**src/srg_map.svh**
```systemverilog
// constants of the four stage shift register cell: widths, reset values, encodings
// assumes inclusion by bare name from the package and the shift register module
`ifndef SRG_MAP_SVH
`define SRG_MAP_SVH

`define SRG_STAGES        4
`define SRG_PIN_WIDTH     9
`define SRG_SYNC_DEPTH    2
`define SRG_STAGE_RESET   4'h0
`define SRG_CLK_RESET     1'b0
`define SRG_ARM_RESET     2'h0
`define SRG_ARM_DONE      2'h3
`define SRG_VAR_SERIAL    2'h0
`define SRG_VAR_SYNC_LOAD 2'h1
`define SRG_VAR_ASYNC     2'h3

`endif

```
**src/srg_pkg.sv**
```systemverilog
// types shared by the shift register cell and its pin driver
// assumes srg_map.svh sits in the same folder
`include "srg_map.svh"

package srg_pkg;

  // gray along serial -> sync load -> async load
  typedef enum logic [1:0] {
    SRG_SERIAL    = `SRG_VAR_SERIAL,
    SRG_SYNC_LOAD = `SRG_VAR_SYNC_LOAD,
    SRG_ASYNC     = `SRG_VAR_ASYNC
  } srg_variant_e;

  // a is the stage nearest the serial input, d the last
  typedef struct packed {
    logic a;
    logic b;
    logic c;
    logic d;
  } srg_quad_s;

  // every pin that enters from outside the clock domain
  typedef struct packed {
    logic         shift_clock;
    logic         serial_in;
    logic         parallel_load;
    logic [1:0]   variant;
    srg_quad_s    par_in;
  } srg_pins_s;

endpackage

```
**src/srg_shift_reg.sv**
```systemverilog
// four stage shift register cell family: serial only, synchronous load, asynchronous load
// assumes all pin inputs are asynchronous to clk and that shift_clock is far slower than clk
`timescale 1ns/1ps
`default_nettype none

`include "srg_map.svh"

module srg_shift_reg (
  input  wire logic         clk,
  input  wire logic         rst,
  input  wire logic [1:0]   variant,
  input  wire logic         shift_clock,
  input  wire logic         serial_in,
  input  wire logic         parallel_load,
  input  wire logic         par_in_a,
  input  wire logic         par_in_b,
  input  wire logic         par_in_c,
  input  wire logic         par_in_d,
  output var  logic         stage_out_a,
  output var  logic         stage_out_b,
  output var  logic         stage_out_c,
  output var  logic         stage_out_d
);
  import srg_pkg::*;

  srg_pins_s    pins;
  srg_pins_s    pins_s;
  srg_variant_e mode;
  srg_quad_s    stages;
  srg_quad_s    next_stages;
  logic         clk_prev;
  logic         next_clk_prev;
  logic         armed;
  logic [1:0]   arm_cnt;
  logic [1:0]   next_arm_cnt;
  logic         edge_fall;
  logic         edge_rise;
  logic         do_shift;
  logic         do_load;

  // one stage advance: serial bit into a, the rest move down
  function automatic srg_quad_s shift_once(input srg_quad_s cur, input logic ser);
    srg_quad_s r;
    r.a = ser;
    r.b = cur.a;
    r.c = cur.b;
    r.d = cur.c;
    return r;
  endfunction

  function automatic srg_variant_e decode_variant(input logic [1:0] v);
    case (v)
      `SRG_VAR_SYNC_LOAD: decode_variant = SRG_SYNC_LOAD;
      `SRG_VAR_ASYNC:     decode_variant = SRG_ASYNC;
      default:            decode_variant = SRG_SERIAL;
    endcase
  endfunction

  always_comb begin
    pins.shift_clock   = shift_clock;
    pins.serial_in     = serial_in;
    pins.parallel_load = parallel_load;
    pins.variant       = variant;
    pins.par_in.a      = par_in_a;
    pins.par_in.b      = par_in_b;
    pins.par_in.c      = par_in_c;
    pins.par_in.d      = par_in_d;
  end

  // every pin, shift_clock included, shares one synchroniser depth so they stay aligned
  srg_sync #(.W(`SRG_PIN_WIDTH)) u_sync (
    .clk (clk),
    .rst (rst),
    .d   (pins),
    .q   (pins_s)
  );

  assign mode = decode_variant(pins_s.variant);

  // synchroniser still shows reset zeros for two edges after release;
  // edges count only once clk_prev holds a real pin level, else a high pin fakes a rise
  assign armed     = (arm_cnt == `SRG_ARM_DONE);
  assign edge_fall = armed & clk_prev & ~pins_s.shift_clock;
  assign edge_rise = armed & ~clk_prev & pins_s.shift_clock;

  always_comb begin
    next_stages   = stages;
    next_clk_prev = pins_s.shift_clock;
    next_arm_cnt  = armed ? arm_cnt : arm_cnt + 2'h1;
    do_shift      = 1'b0;
    do_load       = 1'b0;
    case (mode)
      SRG_SYNC_LOAD: begin
        if (edge_fall) begin
          if (pins_s.parallel_load) begin
            do_load = 1'b1;
          end else begin
            do_shift = 1'b1;
          end
        end
      end
      SRG_ASYNC: begin
        // low load overrides clock and serial data entirely
        if (!pins_s.parallel_load) begin
          do_load = 1'b1;
        end else if (edge_rise) begin
          do_shift = 1'b1;
        end
      end
      default: begin
        if (edge_fall) begin
          do_shift = 1'b1;
        end
      end
    endcase
    if (do_load) begin
      next_stages = pins_s.par_in;
    end else if (do_shift) begin
      next_stages = shift_once(stages, pins_s.serial_in);
    end
  end

  always_ff @(posedge clk or posedge rst) begin
    if (rst) begin
      stages   <= `SRG_STAGE_RESET;
      clk_prev <= `SRG_CLK_RESET;
      arm_cnt  <= `SRG_ARM_RESET;
    end else begin
      stages   <= next_stages;
      clk_prev <= next_clk_prev;
      arm_cnt  <= next_arm_cnt;
    end
  end

  // outputs straight from the stage flops
  assign stage_out_a = stages.a;
  assign stage_out_b = stages.b;
  assign stage_out_c = stages.c;
  assign stage_out_d = stages.d;
endmodule

`default_nettype wire

```
**src/srg_sync.sv**
```systemverilog
// two flip-flop synchroniser for the pin inputs of the shift register cell
// assumes inputs are asynchronous levels; output lags the pins by two clk edges
`timescale 1ns/1ps
`default_nettype none

module srg_sync #(
  parameter int W = 1
) (
  input  wire logic         clk,
  input  wire logic         rst,
  input  wire logic [W-1:0] d,
  output var  logic [W-1:0] q
);
  logic [W-1:0] meta;
  logic [W-1:0] next_meta;
  logic [W-1:0] next_q;

  always_comb begin
    next_meta = d;
    next_q    = meta;
  end

  // first stage feeds only the second stage
  for (genvar i = 0; i < W; i++) begin : g_bit
    always_ff @(posedge clk or posedge rst) begin
      if (rst) begin
        meta[i] <= 1'b0;
        q[i]    <= 1'b0;
      end else begin
        meta[i] <= next_meta[i];
        q[i]    <= next_q[i];
      end
    end
  end

endmodule

`default_nettype wire
```
**config.mk**
```make
export PLATFORM = sky130hd
export DESIGN_NAME = srg_shift_reg
export DESIGN_NICKNAME = d
export VERILOG_FILES = /design/src/srg_pkg.sv /design/src/srg_shift_reg.sv /design/src/srg_sync.sv
export VERILOG_INCLUDE_DIRS = /design/src
export SDC_FILE = /design/constraint.sdc
export NUM_CORES = 1
export LEC_CHECK = 0
export BUFFER_PORTS_ARGS = -buffer_cell sky130_fd_sc_hd__buf_2
export CORE_MARGIN = 2
export CORE_UTILIZATION = 57
export DETAILED_ROUTE_END_ITERATION = 10
export PLACE_DENSITY = 0.89
export SYNTH_ARGS = -nofsm -noshare
export SYNTH_HDL_FRONTEND = slang
export SYNTH_SLANG_ARGS = --single-unit
```
**constraint.sdc**
```tcl
create_clock -name clk -period 2.7 [get_ports clk]
set_input_delay 0.135 -clock clk [delete_from_list [all_inputs] [get_ports clk]]
set_output_delay 0.135 -clock clk [all_outputs]
set_load 0.03 [all_outputs]
```
After elaboration in Yosys (flattened, before gate mapping). Index checks and enable logic that the tools add are counted.

Memories: 0. Memory bits (read-only): 0. Bits in writable memories: 0. Register bits: 25. Output and inout bits: 4. Bits in latches: 0.

$add $sub $neg: 1. Multiplexer cells: 12. Multiply operators: 0. Order comparisons: 0. Reductions and logical operators: 1. Equal/unequal tests: 5. Bitwise gates (word level): 6. Div/mod/pow operators: 0. Shifts and indexed selects: 0.

Operators by type and width (number): 4-bit two-way mux (2); 1-bit two-way mux (7); 2-bit == test, second input constant (3); 1-bit bitwise AND (4); 2-bit by 1-bit == test with 1-bit output, second input constant (2); 1-bit one-hot mux with 2 select lines (2); 2-bit one-hot mux with 2 select lines (1); 2-bit by 1-bit adder with 2-bit output, second input constant (1); 1-bit NOT (2); 2-bit nonzero test (1).

Logic depth before layout (Yosys ltp). Gate-level depths: netlist (run 1).

Word-level depth: 8. Depth in mapped cells: 5.

Hierarchy. From an unflattened synthesis (run 1), not the netlist that was laid out.

Cell total of the unflattened synthesis: 58. Area, all modules: 873.3 µm².

By module, submodules not included: srg_sync (cells an instance 19, area an instance 454.2 µm², instances 1); srg_shift_reg (cells an instance 39, area an instance 419.2 µm², instances 1).

Worst setup path before layout (run 1). OpenSTA, ideal clock, no wires.

Path kind: register to register. Start: register arm_cnt[0]. End: register stages, in the netlist stage_out_a. Path slack: 1.156 ns. Cell stages (with the launch flop): 6. Data arrival time: 1.419 ns. Setup time: 0.125 ns. Path buffers: 0. Required time: 2.575 ns. Cells stage by stage: dfrtp_1 ha_1 nand2_1 o21ai_1 a31oi_2 mux2_2.

Cells in the longest elaborated chain, start to end: 7. Elaborated cells on any way between the ends: 14. Classes of those cells: 1 x eq/ne; 8 x mux; 4 x bitwise; 1 x reduce/logical.

RTL lines: start, declared (line srg_shift_reg.sv:34) `logic [1:0] arm_cnt;`; start signal, assigned (line srg_shift_reg.sv:127) `` arm_cnt <= `SRG_ARM_RESET; ``; start signal, assigned (line srg_shift_reg.sv:131) `arm_cnt <= next_arm_cnt;`; 2-bit == test (no source line) (*); 1-bit bitwise AND (2 in series) (line srg_shift_reg.sv:84) `assign edge_rise = armed & ~clk_prev & pins_s.shift_clock;`; 1-bit two-way mux (line srg_shift_reg.sv:106) `end else if (edge_rise) begin`; 1-bit two-way mux (line srg_shift_reg.sv:104) `if (!pins_s.parallel_load) begin`; 1-bit one-hot mux with 2 select lines (line srg_shift_reg.sv:92) `case (mode)`; 2-bit nonzero test (no source line); end signal, assigned (line srg_shift_reg.sv:125) `` stages <= `SRG_STAGE_RESET; ``; end signal, assigned (line srg_shift_reg.sv:129) `stages <= next_stages;`; end, declared (line srg_shift_reg.sv:29) `srg_quad_s stages;`.

Mark *: on every way between the ends. The rest lies on a longest branch, timed or not. A chain may end at the register's enable or synchronous reset.

Final worst setup path (run 1). Ends and elaborated chain as after synthesis.

==> results of run 1 <==
## power by group through the flow
| stage | combinational (mW) | clock (mW) | sequential, mW |
|---|---|---|---|
| 2_1_floorplan | 0.0788 | 0 | 0.484 |
| 3_3_place_gp | 0.157 | 0 | 0.445 |
| 3_5_place_dp | 0.160 | 0 | 0.448 |
| 4_1_cts | 0.171 | 0.157 | 0.440 |
| 5_1_grt | 0.182 | 0.172 | 0.447 |
| 6_report | 0.169 | 0.151 | 0.440 |
## layer usage
layer,part of all wire,GRT usage,vias up
met3,0.041,0.0400,2
met5,0,0,-
met4,0.013,0.0941,0
met1,0.49,0.234,267
met2,0.45,0.231,16
li1,-,-,274
## critical path, cell delays in order, from the launching register on
cell and delay [ns]:
dfrtp_1 0.41, ha_1 0.30, nand2_1 0.10, o21ai_1 0.07, a31oi_2 0.33, mux2_2 0.38
## kinds of logic (layout without fill, tap and decap cells)
kind of cell | after synthesis | count (layout) | synth area share
multiplexers | 9 | 9 | 0.0995
AND/OR/NAND/NOR | 13 | 13 | 0.109
flip-flops | 25 | 25 | 0.646
AO/OA/AOI/OAI | 11 | 11 | 0.103
buffers and inverters | 3 | 28 | 0.0207
XOR/XNOR | 1 | 1 | 0.00905
adder cells (fa/ha/maj) | 1 | 1 | 0.0129
## per-stage QoR
stage	hold WS (ns)	instance area (um2)	utilization	power [mW]	cells
floorplan	0.162	968	-	0.563	63
CTS	0.0218	1160	0.752	0.767	104
global route	0.0593	1160	0.752	0.801	104
global placement	0.243	1040	0.676	0.602	91
detailed placement	0.245	1040	0.676	0.608	91
finish	-0.000880	1160	0.752	0.760	104
## what timing repair did
item                                    in CTS  in global routing
hold buffers                                 9                  0
hold endpoints to repair                     9                  0
endpoints found under the setup margin       0                  0
## how the worst min path moves through the flow
stage / from / end / cells after the start / slack, ns
2_1_floorplan: rst / arm_cnt[0] / 1 / 0.16
3_3_place_gp: par_in_a / u_sync.meta[3] / 1 / 0.24
3_5_place_dp: variant[0] / u_sync.meta[4] / 1 / 0.24
4_1_cts: rst / u_sync.meta[8] / 2 / 0.02
5_1_grt: rst / u_sync.meta[8] / 2 / 0.06
6_report: rst / u_sync.meta[8] / 2 / -0.0009
## final cells by class
type | count | area [um2]
flip-flops and latches | 25 | 626
fillers | 107 | 383
multi-input cells | 35 | 323
repair buffers | 23 | 160
clock buffers | 4 | 26.3
well taps | 16 | 20.0
inverters | 1 | 3.75
## placed cells by master (no fill, tap or decap), drive strengths merged
| master | instances |
|---|---|
| a21boi | 4 |
| a211oi | 1 |
| mux2i | 4 |
| a31oi | 1 |
| and2b | 1 |
| nand2b | 1 |
| a311o | 4 |
| mux2 | 5 |
| nand3b | 4 |
| dlygate4sd3 | 9 |
| buf | 14 |
| or2b | 3 |
| clkbuf | 4 |
| inv | 1 |
| nand2 | 3 |
| ha | 1 |
| dfrtp | 25 |
| nand4b | 1 |
| xnor2 | 1 |
| o21ai | 1 |
## sequential cells by signal (all words and copies together), names as in the netlist
name,count
u_sync.meta,9
stage_out_d,1
stage_out_c,1
u_sync.q,9
arm_cnt,2
clk_prev,1
stage_out_b,1
stage_out_a,1
==> impl_metrics.csv, run 1 <==
group,metric,value,unit
run_status,status,"finished, violations left",
run_status,violations,"negative hold slack",
power_and_ir_drop,peakVddDrop,0.536,mV
detailed_routing,avgRoutedWirePerCell,13.3,um
power_and_ir_drop,p_leak,0.538,nW
detailed_routing,drt-initial-drc-count,5,
place,pre_cts_slack,1.04,ns
final_layout,diodes,0,
sta,holdWs,-0.000880,ns
floorplanning,ios,15,
sta,hold_viol,3,
critical_path,critPathMaxFanout,5,
logic_synthesis,synth_area_leaders,"dfrtp_1, mux2_2, a311o_1",
floorplanning,die_h,45.2,um
critical_path,worstSetupPathType,"reg -> reg",
sta,slew_headroom,0.416,
logic_synthesis,synth_cell_type_count,20,
final_layout,syn_to_final_growth,19.6,%
detailed_routing,wirelength,1380,um
floorplanning,num_rows,14,
sta,period_share,0.627,
critical_path,cp.arrival,1.88,ns
clocking,numCtsBuffers,3,
place,hpwl,991,um
logic_synthesis,synth.cell_area,968,um2
power_and_ir_drop,p_int,549,uW
power_and_ir_drop,comb_power_share,0.222,
clocking,cts_buffer_depth,2,
detailed_routing,num_vias,559,
global_routing,grt_first_pass_wirelength,2300,um
sta,rsz0062_at_grt,"no",
logic_synthesis,ys_ff_latch,25,
critical_path,rrSetupSlack,1.01,ns
logic_synthesis,yosys.area.top_type,"dfrtp_1",
critical_path,endpoint_kind,"register",
floorplanning,die_w,45.2,um
global_routing,grt_pass1_vias,516,
clocking,cts_setup_buffers,0,
critical_path,ff2ff_path_depth,5,
critical_path,startpoint,"arm_cnt[0]",
clocking,cts_sinks,25,
critical_path,endpoint,"stage_out_a",
sta,setup_violations,0,
floorplanning,core_region_area,1540,um2
critical_path,cp.required,2.89,ns
clocking,cts-root-buf,"clkbuf_4",
final_layout,layout.nets,101,
detailed_routing,drt-pass1-iter-count,4,
place,place.port_buffers,14,
detailed_routing,post-route-drc-count,0,
global_routing,overflow,0,
hold_path,hold_path_class,"in -> async",
logic_synthesis,synth_flop_cell,"dfrtp_1",
sta,fin_ws,1.01,ns
global_routing,grt_antenna_before_repair,0,
detailed_routing,ant_nets,0,
clocking,h-tree-depth,1,
sta,min_period,1.69,ns
global_routing,grt_max_degree,26,
logic_synthesis,synth_nets,75,
global_routing,grt.total_usage,0.164,
floorplanning,die_area,2040,um2
clocking,clock_latency,0.29,ns
sta,drv_slew,0,
power_and_ir_drop,p_per_area,656,nW/um2
logic_synthesis,ys_seq_area_frac,0.646,
sta,setup_tns,0,ns
logic_synthesis,syn_inst,63,
sta,worst_pin_slew,0.875,ns
final_layout,layout-drive-gt1-share,0.307,
power_and_ir_drop,power.switching,211,uW
clocking,cts_tree,"done",
sta,skew,0.00209,ns
logic_synthesis,synth.avg_cell_area,15.4,um2
logic_synthesis,yosysMostFrequentCell,"dfrtp_1",
floorplanning,start_util,0.628,
flow_run,maxCapViolCount,0,
clocking,clk_pin_slew_worst_paths,0.12,ns
logic_synthesis,yosysTopAreaCellShare,0.646,
clocking,post_cts_resized,0,
logic_synthesis,yosys_warnings,0,
power_and_ir_drop,p_clk_frac,0.199,
critical_path,r2r-start,"arm_cnt[0]",
place,place_congestion,0.758,
sta,timing.fmax,0.591,GHz
power_and_ir_drop,p_seq_frac,0.579,
critical_path,reg2reg_to,"stage_out_a",
detailed_routing,vias_per_cell,5.38,
power_and_ir_drop,switching_share,0.277,
logic_synthesis,synth-edff-count,0,
logic_synthesis,synthArstFlopShare,1.00,
critical_path,start_kind,"register",
Note: power is estimated with default switching activity, not from simulation.
==> run 2: changes to the inputs <==
--- a/config.mk
+++ b/config.mk
@@ -8,9 +8,9 @@
 export LEC_CHECK = 0
 export BUFFER_PORTS_ARGS = -buffer_cell sky130_fd_sc_hd__buf_2
 export CORE_MARGIN = 2
-export CORE_UTILIZATION = 57
+export CORE_UTILIZATION = 53
 export DETAILED_ROUTE_END_ITERATION = 10
-export PLACE_DENSITY = 0.89
+export PLACE_DENSITY = 0.84
 export SYNTH_ARGS = -nofsm -noshare
 export SYNTH_HDL_FRONTEND = slang
 export SYNTH_SLANG_ARGS = --single-unit
==> constraint.sdc (replaced) <==
create_clock -name clk -period 1.7 [get_ports clk]
set_input_delay 0.085 -clock clk [delete_from_list [all_inputs] [get_ports clk]]
set_output_delay 0.085 -clock clk [all_outputs]
set_load 0.03 [all_outputs]
==> impl_metrics.csv, run 2 (synthesis results as in run 1) <==
group,metric,value,unit
clocking,clock_latency,0.29,ns
detailed_routing,drt-initial-drc-count,5,
run_status,status,"complete, no violations",
critical_path,r2r-start,"arm_cnt[0]",
detailed_routing,post-route-drc-count,0,
final_layout,fin_util,0.685,
clocking,cts-root-buf,"clkbuf_4",
power_and_ir_drop,comb_power_share,0.224,
sta,setup_violations,0,
clocking,cts_sinks,25,
final_layout,syn_to_final_growth,22.1,%
place,hpwl,983,um
sta,holdWs,0.359,ns
global_routing,grt_pass1_vias,529,
power_and_ir_drop,p_per_area,1020,nW/um2
clocking,h-tree-depth,1,
critical_path,worstPathBufferInverterCount,0,
power_and_ir_drop,p_clk_frac,0.196,
power_and_ir_drop,p_total,1.20,mW
place,placed_cell_area,1050,um2
floorplanning,core_region_area,1730,um2
critical_path,worstSetupPathType,"reg -> reg",
sta,drv_slew,0,
global_routing,grt_antenna_before_repair,0,
final_layout,layout.nets,102,
floorplanning,num_rows,15,
critical_path,endpoint_kind,"register",
detailed_routing,num_vias,558,
critical_path,critPathMaxFanout,5,
final_layout,reg_top3,"u_sync.meta x9, u_sync.q x9, arm_cnt x2",
critical_path,startpoint,"arm_cnt[0]",
sta,slew_headroom,0.421,
power_and_ir_drop,p_int,874,uW
sta,timing.fmax,0.624,GHz
critical_path,critPathTopFamily,"flip-flops",
power_and_ir_drop,p_seq_frac,0.579,
sta,fin_ws,0.0970,ns
hold_path,worstHoldStart,"u_sync.meta[7]",
critical_path,cp.arrival,1.79,ns
power_and_ir_drop,switching_share,0.273,
sta,skew,0.000931,ns
clocking,clk_pin_slew_worst_paths,0.11,ns
clocking,cts_setup_buffers,0,
power_and_ir_drop,power.switching,328,uW
final_layout,layout_common_cells,"dfrtp_1, buf_2, dlygate4sd3_1",
final_layout,layout-drive-gt1-share,0.315,
sta,hold_viol,0,
detailed_routing,ant_nets,0,
floorplanning,die_w,46.7,um
sta,rsz0062_at_grt,"no",
critical_path,crit_slowest_cell,"dfrtp_1",
global_routing,grt_first_pass_wirelength,2460,um
place,dp_cells,100,
critical_path,rrSetupSlack,0.1,ns
global_routing,grt_max_degree,26,
critical_path,worstPathCellList,"ha_2 > nand2_1 > o21ai_1 > a31oi_2 > mux2_2",
detailed_routing,avgRoutedWirePerCell,12.3,um
final_layout,design_area,1180,um2
critical_path,start_kind,"register",
power_and_ir_drop,peakVddDrop,0.786,mV
power_and_ir_drop,p_leak,0.541,nW
sta,period_share,0.943,
floorplanning,die_h,46.7,um
detailed_routing,vias_per_cell,4.89,
sta,setup_tns,0,ns
final_layout,diodes,0,
detailed_routing,drt-pass1-iter-count,3,
place,pre_cts_slack,0.00864,ns
detailed_routing,wirelength,1400,um
global_routing,overflow,0,
floorplanning,ios,15,
critical_path,reg2reg_to,"stage_out_a",
sta,min_period,1.60,ns
global_routing,grt.total_usage,0.169,
hold_path,hold_path_class,"reg -> reg",
floorplanning,die_area,2190,um2
place,place.port_buffers,14,
flow_run,maxCapViolCount,0,
hold_path,min_to,"u_sync.q[7]",
clocking,numCtsBuffers,3,
floorplanning,start_util,0.561,
critical_path,ff2ff_path_depth,5,
clocking,cts_tree,"done",
place,place_congestion,0.821,
final_layout,final_cells,114,
hold_path,hold-path-cell-count,0,
final_layout,final_common_cell,"dfrtp_1",
sta,worst_pin_slew,0.867,ns
critical_path,worst_path_largest_cell_delay,0.41,ns
clocking,cts_buffer_depth,2,
critical_path,cp.required,1.89,ns
run 2: repair_timing:
action                                  4_1_cts  5_1_grt
cloned                                        0        0
hold buffers                                 10        0
pin swaps                                     1        0
hold endpoints to repair                     34        0
resized for setup                             0        1
endpoints found under the setup margin        2        4
run 2: area by class of cell:
cell class / count / area, um2
fillers: 123 / 544
flip-flops and latches: 25 / 626
clock buffers: 4 / 26.3
well taps: 25 / 31.3
inverters: 1 / 3.75
repair buffers: 24 / 170
multi-input cells: 35 / 325
run 2: per-layer routing:
| layer | global-route usage | routed length, um | vias to the layer above |
|---|---|---|---|
| met5 | 0 | 0 | - |
| met1 | 0.242 | 677 | 264 |
| met4 | 0.0944 | 9 | 0 |
| li1 | - | - | 278 |
| met2 | 0.242 | 672 | 14 |
| met3 | 0.0385 | 40 | 2 |
run 2: power groups by stage:
stage	registers (mW)	clock network [mW]	logic [mW]
floorplan	0.769	0	0.125
global placement	0.705	0	0.250
detailed placement	0.708	0	0.255
CTS	0.696	0.248	0.272
global route	0.707	0.277	0.290
finish	0.696	0.236	0.270
run 2: how the worst max path moves through the flow:
| stage | end | slack, ns | cells after the start |
|---|---|---|---|
| finish | stage_out_a | 0.1 | 5 |
| global route | stage_out_a | 0.002 | 5 |
| CTS | stage_out_a | 0.005 | 5 |
| detailed placement | stage_out_a | 0.009 | 5 |
| global placement | stage_out_a | 0.05 | 5 |
| floorplan | stage_out_a | 0.16 | 5 |
run 2: worst reg2reg max path, stage by stage (launching register included):
cell     delay [ns]
dfrtp_1        0.41
ha_2           0.24
nand2_1        0.08
o21ai_1        0.06
a31oi_2        0.32
mux2_2         0.38
==> run 3: changes to the inputs <==
--- a/config.mk
+++ b/config.mk
@@ -11,6 +11,7 @@
 export CORE_UTILIZATION = 53
 export DETAILED_ROUTE_END_ITERATION = 10
 export PLACE_DENSITY = 0.84
+export RECOVER_POWER = 100
 export SYNTH_ARGS = -nofsm -noshare
 export SYNTH_HDL_FRONTEND = slang
 export SYNTH_SLANG_ARGS = --single-unit
==> impl_metrics.csv, run 3 (synthesis results as in run 1) <==
group,metric,value,unit
detailed_routing,drt-pass1-iter-count,3,
clocking,numCtsBuffers,3,
place,place.port_buffers,14,
sta,min_period,1.60,ns
critical_path,crit_slowest_cell,"dfrtp_1",
detailed_routing,post-route-drc-count,0,
final_layout,nFillCells,124,
power_and_ir_drop,peakVddDrop,0.783,mV
critical_path,worst_path_largest_cell_delay,0.41,ns
run_status,status,"complete, no violations",
critical_path,worstSetupPathType,"reg -> reg",
global_routing,grt_first_pass_wirelength,2460,um
global_routing,grt_use_met1,0.242,
floorplanning,die_w,46.7,um
floorplanning,core_region_area,1730,um2
clocking,cts_setup_buffers,0,
global_routing,grt_antenna_before_repair,0,
hold_path,hold_path_class,"reg -> reg",
sta,timing.fmax,0.624,GHz
global_routing,grt-busiest-layer,"met1",
global_routing,grt_pass1_vias,529,
sta,drv_slew,0,
critical_path,critPathMaxFanout,5,
place,hpwl,983,um
final_layout,reg_top3,"u_sync.meta x9, u_sync.q x9, arm_cnt x2",
global_routing,grt_util_met3,0.0385,
detailed_routing,num_vias,557,
critical_path,endpoint_kind,"register",
detailed_routing,wirelength,1410,um
floorplanning,start_util,0.561,
critical_path,ff2ff_path_depth,5,
critical_path,cp.required,1.89,ns
final_layout,syn_to_final_growth,21.6,%
detailed_routing,avgRoutedWirePerCell,12.3,um
critical_path,worstPathBufferInverterCount,0,
clocking,cts_sinks,25,
final_layout,seq_area,626,um2
critical_path,cp_num_cells,5,
power_and_ir_drop,p_per_area,1010,nW/um2
clocking,cts-root-buf,"clkbuf_4",
final_layout,multi_input_area,325,um2
sta,worst_pin_slew,0.867,ns
sta,setup_violations,0,
power_and_ir_drop,p_total,1.19,mW
place,place_congestion,0.821,
critical_path,cp.arrival,1.79,ns
floorplanning,num_rows,15,
sta,slew_headroom,0.421,
clocking,clock_latency,0.29,ns
global_routing,grt_max_degree,26,
hold_path,hold-path-cell-count,0,
clocking,clk_pin_slew_worst_paths,0.11,ns
final_layout,layout-drive-gt1-share,0.270,
final_layout,final_common_cell,"dfrtp_1",
flow_run,maxCapViolCount,0,
global_routing,grt.met2_usage,0.242,
sta,setup_tns,0,ns
global_routing,grt.total_usage,0.169,
floorplanning,die_area,2190,um2
critical_path,worstPathCellList,"ha_2 > nand2_1 > o21ai_1 > a31oi_2 > mux2_2",
detailed_routing,vias_per_cell,4.89,
sta,period_share,0.943,
detailed_routing,drt-initial-drc-count,5,
clocking,cts_tree,"done",
sta,hold_viol,0,
critical_path,start_kind,"register",
clocking,cts_buffer_depth,2,
global_routing,overflow,0,
floorplanning,die_h,46.7,um
floorplanning,ios,15,
final_layout,diodes,0,
final_layout,layout_common_cells,"dfrtp_1, dlygate4sd3_1, buf_2, clkbuf_1",
power_and_ir_drop,p_leak,0.530,nW
sta,skew,0.000915,ns
clocking,h-tree-depth,1,
sta,holdWs,0.359,ns
detailed_routing,ant_nets,0,
critical_path,critPathTopFamily,"flip-flops",
final_layout,layout.nets,102,
sta,rsz0062_at_grt,"no",
## run 3: cell count changes in the layout (fill, tap and decap cells not counted), sizes merged
cell    delta
buf        -4
clkbuf     +4
## run 3: metal layers
layer  routed length, um  vias up
met3                  41        2
met1                 684      263
met2                 670       14
met4                   9        0
li1                    -      278
met5                   0        -
## run 3: worst paths after layout
check | slack, ns | from | end
max | 0.1 | arm_cnt[0] | stage_out_a
min | 0.36 | u_sync.meta[7] | u_sync.q[7]
max reg2reg | 0.1 | arm_cnt[0] | stage_out_a
min reg2reg | 0.36 | u_sync.meta[7] | u_sync.q[7]
max in group asynchronous | 0.66 | rst | u_sync.q[2]
min in group asynchronous | 0.51 | rst | u_sync.meta[6]
## run 3: worst register-to-register path: stages, from the launching register on
cell	delay, ns
dfrtp_1	0.41
ha_2	0.24
nand2_1	0.08
o21ai_1	0.06
a31oi_2	0.32
mux2_2	0.38
## run 3: report_power, final
part           switching, mW  internal [mW]  total, mW
registers             0.0451          0.653      0.698
clock network          0.145         0.0913      0.236
logic                  0.140          0.120      0.259
total                  0.330          0.864       1.19
## run 3: per-stage QoR
stage / instance area [um2] / setup WS, ns / std cells / util
2_1_floorplan: 968 / 0.156 / 63 / -
3_5_place_dp: 1050 / 0.00864 / 100 / 0.610
6_report: 1180 / 0.0976 / 114 / 0.682
3_3_place_gp: 1050 / 0.0541 / 100 / 0.610
4_1_cts: 1180 / 0.00511 / 114 / 0.683
5_1_grt: 1180 / 0.00168 / 114 / 0.682
## run 3: area by class of cell
| cell class | count | area share |
|---|---|---|
| clock buffers | 4 | 0.0223 |
| inverters | 1 | 0.00319 |
| multi-input cells | 35 | 0.276 |
| flip-flops and latches | 25 | 0.531 |
| well taps | 25 | 0.0266 |
| repair buffers | 24 | 0.140 |
## run 3: what timing repair did
item                                    in CTS  in global routing
pin swaps                                    1                  0
endpoints found under the hold margin       34                  0
endpoints found under the setup margin       2                  4
hold buffers                                10                  0
resized for setup                            0                  1
